File: config.mk
export PLATFORM = sky130hd
export DESIGN_NAME = camd_decoder
export DESIGN_NICKNAME = d
export VERILOG_FILES = /design/src/logic/camd_pkg.sv /design/src/logic/camd_ea_if.sv /design/src/logic/camd_decoder.sv /design/src/logic/camd_ea_calc.sv
export SDC_FILE = /design/constraint.sdc
export NUM_CORES = 1
export LEC_CHECK = 0
export BUFFER_PORTS_ARGS = -buffer_cell sky130_fd_sc_hd__buf_2
export CAP_MARGIN = 25
export CORE_MARGIN = 2
export CORE_UTILIZATION = 35
export CTS_CLUSTER_SIZE = 28
export DETAILED_ROUTE_END_ITERATION = 7
export GPL_TIMING_DRIVEN = 0
export PLACE_DENSITY = 0.57
export RECOVER_POWER = 25
export SYNTH_ARGS = -nofsm -noshare
export SYNTH_HDL_FRONTEND = slang
export SYNTH_SLANG_ARGS = --single-unit
File: constraint.sdc
create_clock -name clk -period 5.65 [get_ports clk]
set_clock_uncertainty 0.1 [all_clocks]
set_input_delay 0.2825 -clock clk [delete_from_list [all_inputs] [get_ports clk]]
set_output_delay 0.2825 -clock clk [all_outputs]
set_load 0.01 [all_outputs]
File: src/logic/camd_pkg.sv
// Shared constants, types and decode functions for the addressing mode decoder.
// Assumes an 8-bit CPU core with a 16-bit address space and an opcode map split by column.
package camd_pkg;

  // Addressing modes; the bit test-and-branch form combines direct and relative.
  typedef enum logic [3:0] {
    MODE_INH, MODE_IMM, MODE_DIR, MODE_EXT, MODE_IX0, MODE_IX1, MODE_IX2, MODE_REL, MODE_BTB
  } camd_mode_t;

  // Instruction classes.
  typedef enum logic [2:0] {
    CLS_REGMEM, CLS_RMW, CLS_JUMP, CLS_BRANCH, CLS_BITBR, CLS_BITMAN, CLS_CTRL
  } camd_class_t;

  // Opcode column codes (upper nibble).
  localparam logic [3:0] COL_BITBR = 4'h0;
  localparam logic [3:0] COL_BITMAN = 4'h1;
  localparam logic [3:0] COL_REL = 4'h2;
  localparam logic [3:0] COL_DIR_RMW = 4'h3;
  localparam logic [3:0] COL_INH_ACC = 4'h4;
  localparam logic [3:0] COL_INH_IDX = 4'h5;
  localparam logic [3:0] COL_IX1_RMW = 4'h6;
  localparam logic [3:0] COL_IX0_RMW = 4'h7;
  localparam logic [3:0] COL_IMM = 4'hA;
  localparam logic [3:0] COL_DIR = 4'hB;
  localparam logic [3:0] COL_EXT = 4'hC;
  localparam logic [3:0] COL_IX2 = 4'hD;
  localparam logic [3:0] COL_IX1 = 4'hE;
  localparam logic [3:0] COL_IX0 = 4'hF;

  // Opcode row codes (lower nibble).
  localparam logic [3:0] LO_UNCONDITIONAL_JUMP = 4'hC;
  localparam logic [3:0] LO_JUMP_SUBROUTINE = 4'hD;
  localparam logic [3:0] LO_BRANCH_SUBROUTINE = 4'hD;
  localparam logic [3:0] LO_STORE_ACC = 4'h7;
  localparam logic [3:0] LO_STORE_IDX = 4'hF;
  localparam logic [3:0] LO_NEG = 4'h0;
  localparam logic [3:0] LO_COM = 4'h3;
  localparam logic [3:0] LO_LSR = 4'h4;
  localparam logic [3:0] LO_ROR = 4'h6;
  localparam logic [3:0] LO_ASR = 4'h7;
  localparam logic [3:0] LO_LSL = 4'h8;
  localparam logic [3:0] LO_ROL = 4'h9;
  localparam logic [3:0] LO_DEC = 4'hA;
  localparam logic [3:0] LO_INC = 4'hC;
  localparam logic [3:0] LO_TEST_NEGATIVE_ZERO = 4'hD;
  localparam logic [3:0] LO_CLR = 4'hF;

  // Bit field positions inside bit test and bit manipulation opcodes.
  localparam int BIT_SEL_LSB = 1;
  localparam int BIT_SENSE_POS = 0;

  // Instruction lengths in bytes.
  localparam logic [1:0] LEN_ONE = 2'h1;
  localparam logic [1:0] LEN_TWO = 2'h2;
  localparam logic [1:0] LEN_THREE = 2'h3;

  // Fixed high address byte of direct and no-offset indexed access.
  localparam logic [7:0] PAGE_ZERO_HI = 8'h00;

  // Value after reset.
  localparam logic [15:0] RESET_PC = 16'h0000;
  localparam logic [7:0] RESET_BYTE = 8'h00;

  // Mode of an opcode.
  function automatic camd_mode_t camd_mode_of(input logic [7:0] op);
    case (op[7:4])
      COL_BITBR: camd_mode_of = MODE_BTB;
      COL_BITMAN, COL_DIR_RMW, COL_DIR: camd_mode_of = MODE_DIR;
      COL_REL: camd_mode_of = MODE_REL;
      COL_IX1_RMW, COL_IX1: camd_mode_of = MODE_IX1;
      COL_IX0_RMW, COL_IX0: camd_mode_of = MODE_IX0;
      COL_IMM: camd_mode_of = (op[3:0] == LO_BRANCH_SUBROUTINE) ? MODE_REL : MODE_IMM;
      COL_EXT: camd_mode_of = MODE_EXT;
      COL_IX2: camd_mode_of = MODE_IX2;
      default: camd_mode_of = MODE_INH;
    endcase
  endfunction : camd_mode_of

  // Class of an opcode.
  function automatic camd_class_t camd_class_of(input logic [7:0] op);
    case (op[7:4])
      COL_BITBR: camd_class_of = CLS_BITBR;
      COL_BITMAN: camd_class_of = CLS_BITMAN;
      COL_REL: camd_class_of = CLS_BRANCH;
      COL_DIR_RMW, COL_INH_ACC, COL_INH_IDX, COL_IX1_RMW, COL_IX0_RMW: camd_class_of = CLS_RMW;
      COL_IMM: camd_class_of = (op[3:0] == LO_BRANCH_SUBROUTINE) ? CLS_BRANCH : CLS_REGMEM;
      COL_DIR, COL_EXT, COL_IX2, COL_IX1, COL_IX0: begin
        if (op[3:0] == LO_UNCONDITIONAL_JUMP || op[3:0] == LO_JUMP_SUBROUTINE) begin
          camd_class_of = CLS_JUMP;
        end else begin
          camd_class_of = CLS_REGMEM;
        end
      end
      default: camd_class_of = CLS_CTRL;
    endcase
  endfunction : camd_class_of

  // Byte length of a mode.
  function automatic logic [1:0] camd_len_of(input camd_mode_t m);
    case (m)
      MODE_INH, MODE_IX0: camd_len_of = LEN_ONE;
      MODE_EXT, MODE_IX2, MODE_BTB: camd_len_of = LEN_THREE;
      default: camd_len_of = LEN_TWO;
    endcase
  endfunction : camd_len_of

endpackage : camd_pkg

File: src/logic/camd_ea_if.sv
// Carrier between the sequencer and the address calculator.
// Assumes both ends share one clock; all signals are combinational levels.
`timescale 1ns/1ns
interface camd_ea_if;
  import camd_pkg::*;
  camd_mode_t mode;
  logic [7:0] idx;
  logic [7:0] b1;
  logic [7:0] b2;
  logic [15:0] pc_next;
  logic [15:0] ea;
  logic [15:0] target;

  modport core (output mode, output idx, output b1, output b2, output pc_next, input ea, input target);
  modport calc (input mode, input idx, input b1, input b2, input pc_next, output ea, output target);
endinterface : camd_ea_if

File: src/logic/camd_decoder.sv
// Instruction fetch, addressing mode decode and operand address formation for an 8-bit CPU.
// Assumes memory answers a read one cycle after mem_rd and takes a write in the cycle of mem_wr.
//
// Behaviour
// - Inherent instructions are the opcode alone, form no address and touch only CPU registers.
// - Immediate instructions are two bytes, the second used directly as the operand with no address.
// - Direct instructions are two bytes; the second byte is the low address and the high byte is zero.
// - Extended instructions are three bytes giving the full address high byte first.
// - Indexed no-offset instructions are one byte and address zero page by the index register.
// - Indexed 8-bit offset instructions are two bytes and address index plus offset unsigned.
// - Indexed 16-bit offset instructions are three bytes and add the index to a high-first offset.
// - A taken relative branch adds the sign-extended offset to the next address, else falls through.
// - Bit test-and-branch is three bytes: direct address of the byte, then a signed offset.
// - The tested bit number and the wanted sense both come from the opcode.
// - The tested bit is copied to carry whether or not the branch is taken.
// - Bit test-and-branch reaches any bit in the lowest 256 addresses.
// - Read-modify-write reads the operand, alters it and writes it back to the same place.
// - The negative-or-zero test reads and sets flags but never writes back.
// - Register/memory instructions pair the accumulator or index with a memory operand.
// - All branches are relative and jumps take no immediate operand.
`timescale 1ns/1ns
module camd_decoder
  import camd_pkg::*;
#(
  parameter int ADDR_W = 16
) (
  // Clock and reset.
  input wire logic clk,
  input wire logic rstn,
  // Sequencing control.
  input wire logic run,
  input wire logic load_pc,
  input wire logic [15:0] load_addr,
  output logic busy,
  output logic instr_done,
  // CPU register values.
  input wire logic [7:0] acc,
  input wire logic [7:0] idx,
  input wire logic carry_in,
  input wire logic cond_true,
  // Memory side.
  output logic mem_rd,
  output logic mem_wr,
  output logic [15:0] mem_addr,
  output logic [7:0] mem_wdata,
  input wire logic [7:0] mem_rdata,
  // Decode results.
  output logic [15:0] pc,
  output logic [7:0] opcode,
  output camd_mode_t mode,
  output camd_class_t iclass,
  output logic [1:0] instr_len,
  output logic [15:0] operand_ea,
  output logic [7:0] operand_data,
  output logic operand_valid,
  output logic branch_taken,
  output logic subr_call,
  // Flag and register write-back.
  output logic carry_wr,
  output logic carry_val,
  output logic flag_wr,
  output logic flag_n,
  output logic flag_z,
  output logic reg_wr_acc,
  output logic reg_wr_idx,
  output logic [7:0] reg_wdata
);

  // Refuse address widths the 16-bit offset arithmetic cannot serve.
  if (ADDR_W != 16) begin : g_bad_width
    $error("camd_decoder supports only a 16-bit address space.");
  end

  typedef enum logic [2:0] {
    ST_IDLE, ST_REQ, ST_CAP, ST_ADDR, ST_OPREQ, ST_OPCAP, ST_EXEC, ST_WR
  } camd_state_t;

  camd_state_t state_r, state_nxt;
  logic [7:0] byte_r [3];
  logic [1:0] cnt_r;
  logic [15:0] pc_r, pc_nxt;
  logic [7:0] operand_r, operand_nxt;
  logic [7:0] wdata_nxt;
  logic mem_rd_r, mem_wr_r;
  logic [15:0] mem_addr_r;
  logic [7:0] mem_wdata_r;
  logic [7:0] op_cur;
  camd_mode_t mode_cur;
  camd_class_t cls_cur;
  logic [1:0] len_cur;
  logic done, taken, is_store, store_idx, rmw_on_reg, no_writeback;
  logic tested_bit, want_high;
  logic [7:0] rmw_res, bit_res;
  logic instr_done_r, operand_valid_r, branch_taken_r, subr_call_r;
  logic carry_wr_r, carry_val_r, flag_wr_r, flag_n_r, flag_z_r;
  logic reg_wr_acc_r, reg_wr_idx_r;
  logic [7:0] reg_wdata_r;

  camd_ea_if ea_bus ();

  camd_ea_calc u_calc (
    .ea(ea_bus.calc)
  );

  // Alteration applied by the read-modify-write column rows.
  function automatic logic [7:0] camd_modify(input logic [3:0] lo, input logic [7:0] v, input logic c);
    case (lo)
      LO_NEG: camd_modify = 8'h00 - v;
      LO_COM: camd_modify = ~v;
      LO_LSR: camd_modify = {1'b0, v[7:1]};
      LO_ROR: camd_modify = {c, v[7:1]};
      LO_ASR: camd_modify = {v[7], v[7:1]};
      LO_LSL: camd_modify = {v[6:0], 1'b0};
      LO_ROL: camd_modify = {v[6:0], c};
      LO_DEC: camd_modify = v - 8'h01;
      LO_INC: camd_modify = v + 8'h01;
      LO_CLR: camd_modify = 8'h00;
      default: camd_modify = v;
    endcase
  endfunction : camd_modify

  // The opcode arrives on the bus in its capture cycle and is held afterwards.
  assign op_cur = (state_r == ST_CAP && cnt_r == 2'h0) ? mem_rdata : byte_r[0];
  assign mode_cur = camd_mode_of(op_cur);
  assign cls_cur = camd_class_of(op_cur);
  assign len_cur = camd_len_of(mode_cur);

  // Operand bytes and index to the address calculator; pc already points past the instruction.
  assign ea_bus.mode = mode_cur;
  assign ea_bus.idx = idx;
  assign ea_bus.b1 = byte_r[1];
  assign ea_bus.b2 = byte_r[2];
  assign ea_bus.pc_next = pc_r;

  // Side decodes used by the sequencer.
  assign store_idx = (byte_r[0][3:0] == LO_STORE_IDX);
  assign is_store = (byte_r[0][3:0] == LO_STORE_ACC) || store_idx;
  assign rmw_on_reg = (mode_cur == MODE_INH);
  assign no_writeback = (byte_r[0][3:0] == LO_TEST_NEGATIVE_ZERO);
  assign tested_bit = operand_r[byte_r[0][BIT_SEL_LSB +: 3]];
  assign want_high = ~byte_r[0][BIT_SENSE_POS];
  assign rmw_res = camd_modify(byte_r[0][3:0], operand_r, carry_in);
  always_comb begin
    bit_res = operand_r;
    bit_res[byte_r[0][BIT_SEL_LSB +: 3]] = want_high;
  end

  // Next state, next pc, operand source and write data.
  always_comb begin
    state_nxt = state_r;
    pc_nxt = pc_r;
    operand_nxt = operand_r;
    wdata_nxt = mem_wdata_r;
    done = 1'b0;
    taken = 1'b0;
    case (state_r)
      ST_IDLE: begin
        if (load_pc) begin
          pc_nxt = load_addr;
        end else if (run) begin
          state_nxt = ST_REQ;
        end
      end
      ST_REQ: state_nxt = ST_CAP;
      ST_CAP: begin
        pc_nxt = pc_r + 16'h0001;
        state_nxt = ({1'b0, cnt_r} + 3'h1 < {1'b0, len_cur}) ? ST_REQ : ST_ADDR;
      end
      ST_ADDR: begin
        case (cls_cur)
          CLS_JUMP: begin
            pc_nxt = ea_bus.ea;
            done = 1'b1;
          end
          CLS_BRANCH: begin
            if (cond_true) begin
              pc_nxt = ea_bus.target;
              taken = 1'b1;
            end
            done = 1'b1;
          end
          CLS_CTRL: done = 1'b1;
          CLS_RMW: begin
            if (rmw_on_reg) begin
              operand_nxt = (byte_r[0][7:4] == COL_INH_IDX) ? idx : acc;
              state_nxt = ST_EXEC;
            end else begin
              state_nxt = ST_OPREQ;
            end
          end
          CLS_REGMEM: begin
            if (mode_cur == MODE_IMM) begin
              operand_nxt = byte_r[1];
              done = 1'b1;
            end else if (is_store) begin
              wdata_nxt = store_idx ? idx : acc;
              state_nxt = ST_WR;
            end else begin
              state_nxt = ST_OPREQ;
            end
          end
          default: state_nxt = ST_OPREQ;
        endcase
      end
      ST_OPREQ: state_nxt = ST_OPCAP;
      ST_OPCAP: begin
        operand_nxt = mem_rdata;
        state_nxt = ST_EXEC;
      end
      ST_EXEC: begin
        case (cls_cur)
          CLS_RMW: begin
            if (no_writeback || rmw_on_reg) begin
              done = 1'b1;
            end else begin
              wdata_nxt = rmw_res;
              state_nxt = ST_WR;
            end
          end
          CLS_BITMAN: begin
            wdata_nxt = bit_res;
            state_nxt = ST_WR;
          end
          CLS_BITBR: begin
            if (tested_bit == want_high) begin
              pc_nxt = ea_bus.target;
              taken = 1'b1;
            end
            done = 1'b1;
          end
          default: done = 1'b1;
        endcase
      end
      ST_WR: done = 1'b1;
      default: state_nxt = ST_IDLE;
    endcase
    if (done) begin
      state_nxt = ST_IDLE;
    end
  end

  // State register.
  always_ff @(posedge clk or negedge rstn) begin
    if (!rstn) begin
      state_r <= ST_IDLE;
    end else begin
      state_r <= state_nxt;
    end
  end

  // Program counter and operand holding register.
  always_ff @(posedge clk or negedge rstn) begin
    if (!rstn) begin
      pc_r <= RESET_PC;
      operand_r <= RESET_BYTE;
    end else begin
      pc_r <= pc_nxt;
      operand_r <= operand_nxt;
    end
  end

  // Instruction byte capture, slot chosen by the byte counter.
  always_ff @(posedge clk or negedge rstn) begin
    if (!rstn) begin
      cnt_r <= 2'h0;
      for (int i = 0; i < 3; i++) begin
        byte_r[i] <= RESET_BYTE;
      end
    end else if (state_r == ST_IDLE) begin
      cnt_r <= 2'h0;
    end else if (state_r == ST_CAP) begin
      byte_r[cnt_r] <= mem_rdata;
      cnt_r <= cnt_r + 2'h1;
    end
  end

  // Memory requests are registered: fetch at pc, operand access at the effective address.
  always_ff @(posedge clk or negedge rstn) begin
    if (!rstn) begin
      mem_rd_r <= 1'b0;
      mem_wr_r <= 1'b0;
      mem_addr_r <= RESET_PC;
      mem_wdata_r <= RESET_BYTE;
    end else begin
      mem_rd_r <= (state_nxt == ST_REQ) || (state_nxt == ST_OPREQ);
      mem_wr_r <= (state_nxt == ST_WR);
      mem_wdata_r <= wdata_nxt;
      if (state_nxt == ST_REQ) begin
        mem_addr_r <= pc_nxt;
      end else if (state_nxt == ST_OPREQ || state_nxt == ST_WR) begin
        mem_addr_r <= ea_bus.ea;
      end
    end
  end

  // One-cycle result pulses and their data.
  always_ff @(posedge clk or negedge rstn) begin
    if (!rstn) begin
      instr_done_r <= 1'b0;
      operand_valid_r <= 1'b0;
      branch_taken_r <= 1'b0;
      subr_call_r <= 1'b0;
      carry_wr_r <= 1'b0;
      carry_val_r <= 1'b0;
      flag_wr_r <= 1'b0;
      flag_n_r <= 1'b0;
      flag_z_r <= 1'b0;
      reg_wr_acc_r <= 1'b0;
      reg_wr_idx_r <= 1'b0;
      reg_wdata_r <= RESET_BYTE;
    end else begin
      instr_done_r <= done;
      branch_taken_r <= taken;
      operand_valid_r <= (cls_cur == CLS_REGMEM) && ((state_r == ST_EXEC) ||
        (state_r == ST_ADDR && mode_cur == MODE_IMM));
      subr_call_r <= (state_r == ST_ADDR) && (cls_cur == CLS_JUMP) &&
        (byte_r[0][3:0] == LO_JUMP_SUBROUTINE);
      carry_wr_r <= (state_r == ST_EXEC) && (cls_cur == CLS_BITBR);
      carry_val_r <= tested_bit;
      flag_wr_r <= (state_r == ST_EXEC) && (cls_cur == CLS_RMW);
      flag_n_r <= no_writeback ? operand_r[7] : rmw_res[7];
      flag_z_r <= no_writeback ? (operand_r == 8'h00) : (rmw_res == 8'h00);
      reg_wr_acc_r <= (state_r == ST_EXEC) && (cls_cur == CLS_RMW) && rmw_on_reg && !no_writeback &&
        (byte_r[0][7:4] == COL_INH_ACC);
      reg_wr_idx_r <= (state_r == ST_EXEC) && (cls_cur == CLS_RMW) && rmw_on_reg && !no_writeback &&
        (byte_r[0][7:4] == COL_INH_IDX);
      reg_wdata_r <= rmw_res;
    end
  end

  // Outputs.
  assign busy = (state_r != ST_IDLE);
  assign instr_done = instr_done_r;
  assign mem_rd = mem_rd_r;
  assign mem_wr = mem_wr_r;
  assign mem_addr = mem_addr_r;
  assign mem_wdata = mem_wdata_r;
  assign pc = pc_r;
  assign opcode = byte_r[0];
  assign mode = camd_mode_of(byte_r[0]);
  assign iclass = camd_class_of(byte_r[0]);
  assign instr_len = camd_len_of(camd_mode_of(byte_r[0]));
  assign operand_ea = mem_addr_r;
  assign operand_data = operand_r;
  assign operand_valid = operand_valid_r;
  assign branch_taken = branch_taken_r;
  assign subr_call = subr_call_r;
  assign carry_wr = carry_wr_r;
  assign carry_val = carry_val_r;
  assign flag_wr = flag_wr_r;
  assign flag_n = flag_n_r;
  assign flag_z = flag_z_r;
  assign reg_wr_acc = reg_wr_acc_r;
  assign reg_wr_idx = reg_wr_idx_r;
  assign reg_wdata = reg_wdata_r;

endmodule : camd_decoder

File: src/logic/camd_ea_calc.sv
// Effective address and relative branch target formation.
// Assumes the operand bytes and index value are stable while the result is used.
`timescale 1ns/1ns
module camd_ea_calc
  import camd_pkg::*;
(
  // Operand bytes in, addresses out.
  camd_ea_if.calc ea
);

  logic [8:0] short_sum;
  logic [7:0] rel;

  // Eight-bit index sum keeps its carry as address bit eight.
  assign short_sum = {1'b0, ea.idx} + {1'b0, ea.b1};

  // Operand address per mode.
  always_comb begin
    case (ea.mode)
      MODE_DIR, MODE_BTB: ea.ea = {PAGE_ZERO_HI, ea.b1};
      MODE_EXT: ea.ea = {ea.b1, ea.b2};
      MODE_IX0: ea.ea = {PAGE_ZERO_HI, ea.idx};
      MODE_IX1: ea.ea = {7'h00, short_sum};
      MODE_IX2: ea.ea = {ea.b1, ea.b2} + {PAGE_ZERO_HI, ea.idx};
      default: ea.ea = 16'h0000;
    endcase
  end

  // Signed offset from the next instruction's address.
  assign rel = (ea.mode == MODE_BTB) ? ea.b2 : ea.b1;
  assign ea.target = ea.pc_next + {{8{rel[7]}}, rel};

endmodule : camd_ea_calc

-- Word-level counts from Yosys, hierarchy flattened
Cells that the tools add are included.
Widths: inputs -> output; s select.
- flip-flop bits (word level): 98
- add/subtract/negate cells: 9
- $lt $le $gt $ge: 5
- equal/unequal tests: 74
- multiplexer cells: 69
- bitwise gates (word level): 4
- reduce and logical (&&, ||, !) cells: 55
- operators with widths (cell ; count):
    $mux 16 ; 6
    $eq 4x4->1 const B ; 22
    $mux 8 ; 11
    $pmux 16 s5 ; 1
    $pmux 8 s10 ; 1
    $eq 4x3->1 const B ; 16
    $pmux 16 s4 ; 1
    $pmux 4 s8 ; 2
    $pmux 8 s2 ; 4
    $pmux 3 s6 ; 2
    $eq 4x2->1 const B ; 8
    $pmux 16 s2 ; 1
    $eq 3x3->1 const B ; 9
    $bwmux 24 ; 1
    $mux 3 ; 7
    $pmux 3 s7 ; 1
    $logic_not 4->1 ; 5
    $reduce_or 5->1 ; 4
    $mux 2 ; 9
    $add 16x1->16 const B ; 1
    $add 16x16->16 ; 1
    $add 16x8->16 ; 1
    $demux 8 s2 ; 1
    $logic_not 8->1 ; 2
    other kinds (43) ; 99

-- Depth between registers and ports, before layout
- word-level depth: 17
- gate-level depth with buffers: 19
- gate-level depth less buffers: 17

-- By module
A second synthesis with hierarchy kept.
- cell total of the unflattened synthesis: 1106
- area, all modules: 9171.3 um2
- by module, submodules not included (module ; times used ; cells an instance ; area an instance (um2) ; seq. area each (um2)):
    camd_decoder ; 1 ; 823 ; 7166.9 ; 2452.4
    camd_ea_calc ; 1 ; 283 ; 2004.4 ; 0.0

-- Worst setup path before layout
No wires, ideal clock.
- path kind: reg2reg
- start: register byte_r (netlist bit opcode[4])
- end: register mem_addr_r[12] (netlist: mem_addr[12])
- setup time: 0.125 ns
- arrival time: 4.547 ns
- required time: 5.425 ns
- slack: 0.878 ns
- cell stages (with the launch flop): 17
- clock period less this slack: 4.772 ns
- path through: dfrtp_1 -> buf_2 -> nor4_1 -> mux2_2 -> clkbuf_1 -> o21ai_0 -> ha_1 -> fa_1 -> a211oi_1 -> o21ai_0 -> a2111oi_0 -> o31ai_1 -> a21o_1 -> xor2_1 -> a21boi_0 -> a41oi_1 -> mux2_2
- cells in the longest elaborated chain, start to end: 14
- elaborated cells between the ends (all ways): 72
- ends and longest elaborated chain (item ; RTL line ; RTL):
    from (decl) ; camd_decoder.sv:79 ; logic [7:0] byte_r [3];
    from (signal, indexed assignment) ; camd_decoder.sv:272 ; byte_r[cnt_r] <= mem_rdata;
    $mux 8 * ; camd_decoder.sv:123 ; assign op_cur = (state_r == ST_CAP && cnt_r == 2'h0) ? mem_rdata : byte_r[0];
    $eq 4x4->1 (tied with other cells) ; camd_pkg.sv:67, camd_pkg.sv:82 ;
    $reduce_or 3->1 or $reduce_or 2->1 (tied branches) ; camd_pkg.sv:67 ; case (op[7:4])
    $pmux 4 s8 ; camd_pkg.sv:67 ;
    $eq 4x2->1 (tied with other cells) ; camd_pkg.sv:101, camd_ea_calc.sv:19 ;
    $reduce_or 3->1 or $reduce_or 2->1 (tied branches) ; camd_pkg.sv:101 ; case (m)
    $pmux 2 s2 ; camd_pkg.sv:101 ;
    $lt 3x2->1 ; camd_decoder.sv:167 ; state_nxt = ({1'b0, cnt_r} + 3'h1 < {1'b0, len_cur}) ? ST_REQ : ST_ADDR;
    $mux 2 ; camd_decoder.sv:167 ;
    $pmux 3 s7 ; camd_decoder.sv:156 ; case (state_r)
    $mux 3 ; camd_decoder.sv:237 ; if (done) begin
    $eq 3x3->1 ; camd_decoder.sv:290 ; end else if (state_nxt == ST_OPREQ || state_nxt == ST_WR) begin
    $logic_or 1x1->1 ; camd_decoder.sv:290 ;
    $reduce_bool 2->1 (no source line) ; - ;
    to (signal assigned) ; camd_decoder.sv:289 ; mem_addr_r <= pc_nxt;
    to (signal assigned) ; camd_decoder.sv:291 ; mem_addr_r <= ea_bus.ea;
    to (decl) ; camd_decoder.sv:85 ; logic [15:0] mem_addr_r;
Mark *: on every way between the ends. The rest lies on a longest branch, timed or not. The select of a mux whose other input is x is not followed.
A chain may end at the register's enable or synchronous reset.

-- Worst setup path after layout
- start: register cnt_r[0]
- end: register mem_addr_r[12] (netlist: mem_addr[12])
- cells in the longest elaborated chain, start to end: 16
- elaborated cells between the ends (all ways): 81
- ends and longest elaborated chain (item ; RTL line ; RTL):
    from (decl) ; camd_decoder.sv:80 ; logic [1:0] cnt_r;
    from (signal assigned) ; camd_decoder.sv:273 ; cnt_r <= cnt_r + 2'h1;
    $logic_not 2->1 ; camd_decoder.sv:123 ;
    $logic_and 1x1->1 ; camd_decoder.sv:123 ;
    $mux 8 ; camd_decoder.sv:123 ;
    $eq 4x4->1 (tied with other cells) ; camd_pkg.sv:67, camd_pkg.sv:82 ;
    $reduce_or 3->1 (tied with other cells) ; camd_pkg.sv:67 ;
    $pmux 4 s8 ; camd_pkg.sv:67 ;
    $eq 4x2->1 (tied with other cells) ; camd_pkg.sv:101, camd_ea_calc.sv:19 ;
    $reduce_or 3->1 or $reduce_or 2->1 (tied branches) ; camd_pkg.sv:101 ;
    $pmux 2 s2 ; camd_pkg.sv:101 ;
    $lt 3x2->1 ; camd_decoder.sv:167 ;
    $mux 2 ; camd_decoder.sv:167 ;
    $pmux 3 s7 ; camd_decoder.sv:156 ;
    $mux 3 ; camd_decoder.sv:237 ;
    $eq 3x3->1 ; camd_decoder.sv:290 ;
    $logic_or 1x1->1 ; camd_decoder.sv:290 ;
    $reduce_bool 2->1 (no source line) ; - ;
Parallel ways exist; a longest one is shown, timed or not. The select of a mux whose other input is x is not followed.

==> Flow_metrics.wiki <==
{| class="wikitable"
! Metric !! Value
|-
| Antenna diodes || 0
|-
| Post-route total power || 7.63 mW
|-
| Post-synthesis register bit count || 98
|-
| Count of input and output buffers || 144
|-
| Horizontal extent of the die || 168 um
|-
| Placement Setup Slack || -0.264 ns
|-
| Number of clock sinks seen by CTS || 98
|-
| Slew of the pin with the lowest slew margin || 3.46 ns
|-
| Number of instances in the synthesized netlist || 1168
|-
| Effective utilization at floorplan || 0.358
|-
| Layout Cells excl Fill || 1667
|-
| Final period util || 0.951
|-
| Mean Syn Cell Area || 8.02 um2
|-
| Final-report setup violation count || 0
|-
| Worst endpoint data arrival time || 5.52 ns
|-
| Static leakage || 4.71 nW
|-
| Weighted congestion at the end of routability-driven global placement || 0.948
|-
| Placement row count || 59
|-
| Top-Level Pins || 149
|-
| Fraction of registers with async set/reset || 1.00
|-
| PnR worst setup slack || 0.277 ns
|-
| Synth-to-Final Area Change || 15.5%
|-
| Post-DR vias/cell || 6.03
|-
| Worst reg-to-reg setup slack || 0.28 ns
|-
| Number of distinct library cells after synthesis || 91
|-
| Power Density || 705 nW/um2
|-
| CTS clk-pin slew, worst paths || 0.08 ns
|-
| Clock Root Buffer || clkbuf_16
|-
| Leading register cell type out of synthesis || dfrtp_1
|-
| TNS Setup || 0 ns
|-
| Total DRC errors in the routed layout || 0
|-
| Synth warnings || 0
|-
| Crit path launch type || register
|-
| Crit end category || register
|-
| Synth Net Count || 1264
|-
| Final Hold Fails || 0
|-
| Count of placed standard cells including taps || 1649
|-
| Fraction of layout cells with a size suffix above 1 || 0.167
|-
| Clock tree from TritonCTS || built
|-
| Later-pin clock latency in the skew report || 0.37 ns
|-
| Pin count of the biggest net entering global routing || 55
|-
| Final Max Slew Viols || 54
|-
| Share of synthesized area occupied by flip-flops and latches || 0.262
|-
| Type of the tightest min-delay check || in2reg
|-
| Worst voltage drop across the vdd grid || 0.245 mV
|-
| Crit path max fanout || 10
|-
| Starting DRT DRC Count || 1003
|-
| Startpoint of the lowest-slack register-to-register path || cnt_r[0]
|-
| Run status || finished, violations left
|-
| Total length of routed wires || 37300 um
|-
| Core outline area || 26100 um2
|-
| Number of CTS-inserted buffers || 9
|-
| CTS H-tree lvls || 3
|-
| Total GRT Usage || 0.262
|-
| End point of the critical path || mem_addr[12]
|-
| Remaining number of nets flagged by the antenna check after routing || 0
|-
| First-pass GRT wire length || 56900 um
|-
| Vias || 10.1k
|-
| Global-route congestion overflow total || 0
|-
| Maximum clock insertion buffer count || 2
|-
| Critical Setup Path Class || reg2reg
|-
| EDFF count, synth || 0
|-
| Vias in the first global route || 9499
|-
| Worst endpoint required time || 5.80 ns
|-
| Initial antenna violation count || 0
|-
| Failing checks || max-capacitance violations, max-slew violations
|-
| Synth Cell Area || 9370 um2
|-
| Number of nets in the layout || 1423
|-
| Number of cells on the worst hold path || 3
|-
| Die Footprint || 28100 um2
|-
| Drt wl/cell || 22.3 um
|-
| Tightest slew margin relative to the limit || -1.31
|-
| Cell count of the worst reg-to-reg path || 20
|-
| Maximum clock frequency || 0.186 GHz
|-
| Post-layout min period || 5.37 ns
|-
| Critical Path Source || cnt_r[0]
|-
| Post-DP HPWL || 29000 um
|-
| Die extent in y || 168 um
|-
| First-pass DRT Iterations || 6
|-
| Worst R2R End || mem_addr[12]
|-
| Max-cap check violation count || 1
|}
## per-layer routing
metal  vias up  GRT usage  wire length (um)
li1       4652          -                 -
met1      4884      0.368             16800
met2       448      0.415             16800
met3        70     0.0404              2590
met4         0     0.0767              1040
met5         -          0                 0
## flip-flops by register name, summed over array words and instances, names as in the netlist, 2 cells and up
| register | count |
|---|---|
| reg_wdata | 8 |
| state_r | 3 |
| cnt_r | 2 |
| opcode | 8 |
| mem_addr | 16 |
| ea_bus.b1 | 8 |
| operand_data | 8 |
| mem_wdata | 8 |
| ea_bus.b2 | 8 |
| pc | 16 |
## synthesized netlist by cell type (7+ instances only)
master	n	area (um2)
o22ai_1	14	87.6
nor4_1	8	50.1
and3_1	13	81.3
nand2_1	110	413
nor2b_1	14	87.6
o31ai_1	10	75.1
nand2b_1	16	100
nand4b_1	8	70.1
o21ai_0	84	420
nor2_1	105	394
a22oi_1	21	158
inv_1	41	154
nand3_1	32	160
nor3_1	26	130
a31oi_1	10	62.6
nand4_1	11	68.8
a211o_1	7	61.3
and2_1	8	50.1
xor2_1	14	123
mux2i_1	33	330
a21o_1	19	143
nand3b_1	12	90.1
o211ai_1	12	90.1
clkbuf_1	42	158
o21a_1	7	52.6
a21oi_1	84	420
xnor2_1	20	175
buf_4	19	143
dfrtp_1	98	2450
a211oi_1	34	255
mux2_2	21	236
buf_2	19	95.1
ha_1	45	563
## placed cells by master (no fill, tap or decap), drive strengths merged, types with 6 or more instances in the layout
cell / instances
and3: 13
o22ai: 14
o211ai: 12
nor2b: 14
ha: 45
xnor2: 20
nor2: 106
or2: 7
a221oi: 6
a21o: 19
a211oi: 35
a221o: 6
nor3: 27
o2111ai: 6
a31oi: 10
mux2: 22
o21ai: 91
nand2b: 17
nand2: 110
a21oi: 85
a22oi: 21
a211o: 7
o22a: 6
or3: 6
dfrtp: 98
mux2i: 35
nor4: 8
nand3: 32
o31ai: 10
nand4: 11
xor2: 14
nand4b: 8
clkbuf: 92
and2: 9
inv: 44
nand3b: 12
o21a: 7
buf: 156
## cell type report
cell class,count,area (um2)
plain buffers,90,479
well taps,335,419
clock buffers,11,253
clock inverters,5,43.8
flip-flops and latches,98,2450
fillers,2756,15300
inverters,44,165
multi-input cells,936,6280
repair buffers,148,724
## worst min path at each step
stage / startpoint / endpoint / slack [ns]
final: mem_rdata[2] / opcode[2] / 0.13
after global routing: mem_rdata[2] / opcode[2] / 0.13
after detailed placement: rstn / flag_n / 0.31
after CTS: mem_rdata[2] / opcode[2] / 0.14
after global placement: mem_wdata[0] / mem_wdata[0] / 0.37
after floorplan: rstn / branch_taken / -0.11
## metrics by stage
stage | util | hold WS (ns) | instance area (um2)
after CTS | 0.415 | 0.135 | 10900
after global routing | 0.414 | 0.126 | 10800
after global placement | 0.402 | 0.371 | 10500
after floorplan | - | -0.113 | 9370
after detailed placement | 0.403 | 0.311 | 10500
final | 0.414 | 0.132 | 10800
## cell families (layout without fill, tap and decap cells)
group | count (synthesis) | after routing | synth area share
fa+ha+maj | 50 | 50 | 0.0708
simple gates | 399 | 399 | 0.214
buf+inv | 134 | 298 | 0.0687
flops | 98 | 98 | 0.262
xor+xnor | 34 | 34 | 0.0318
compound gates | 396 | 396 | 0.287
mux | 57 | 57 | 0.0660
## what timing repair did
item,in CTS,in global routing
buffers inserted,0,1
hold endpoints to repair,53,0
gates resized for setup,2,5
pin swaps,0,1
cloned,0,0
hold buffers,1,0
endpoints found under the setup margin,1,4
## critical path: stages, from the launching register on
cell and delay (ns):
dfrtp_2 0.48, inv_1 0.14, ha_1 0.19, nor4bb_4 0.34, buf_6 0.20, buf_6 0.15
mux2_2 0.44, clkbuf_2 0.22, nand2_1 0.09, o21ai_0 0.17, fa_1 0.51, a211oi_2 0.31
o21ai_0 0.22, a2111oi_2 0.40, buf_4 0.18, o31ai_1 0.07, a21o_1 0.21, xor2_1 0.17
a21boi_1 0.20, a41oi_1 0.14, mux2_2 0.30
## where the power goes
group          total (mW)  internal (mW)  switching (mW)
combinational        5.54           2.11            3.42
clock               0.651          0.330           0.321
sequential           1.44           1.02           0.418
total                7.63           3.47            4.16
No activity file was read; power rests on OpenSTA's default activity.
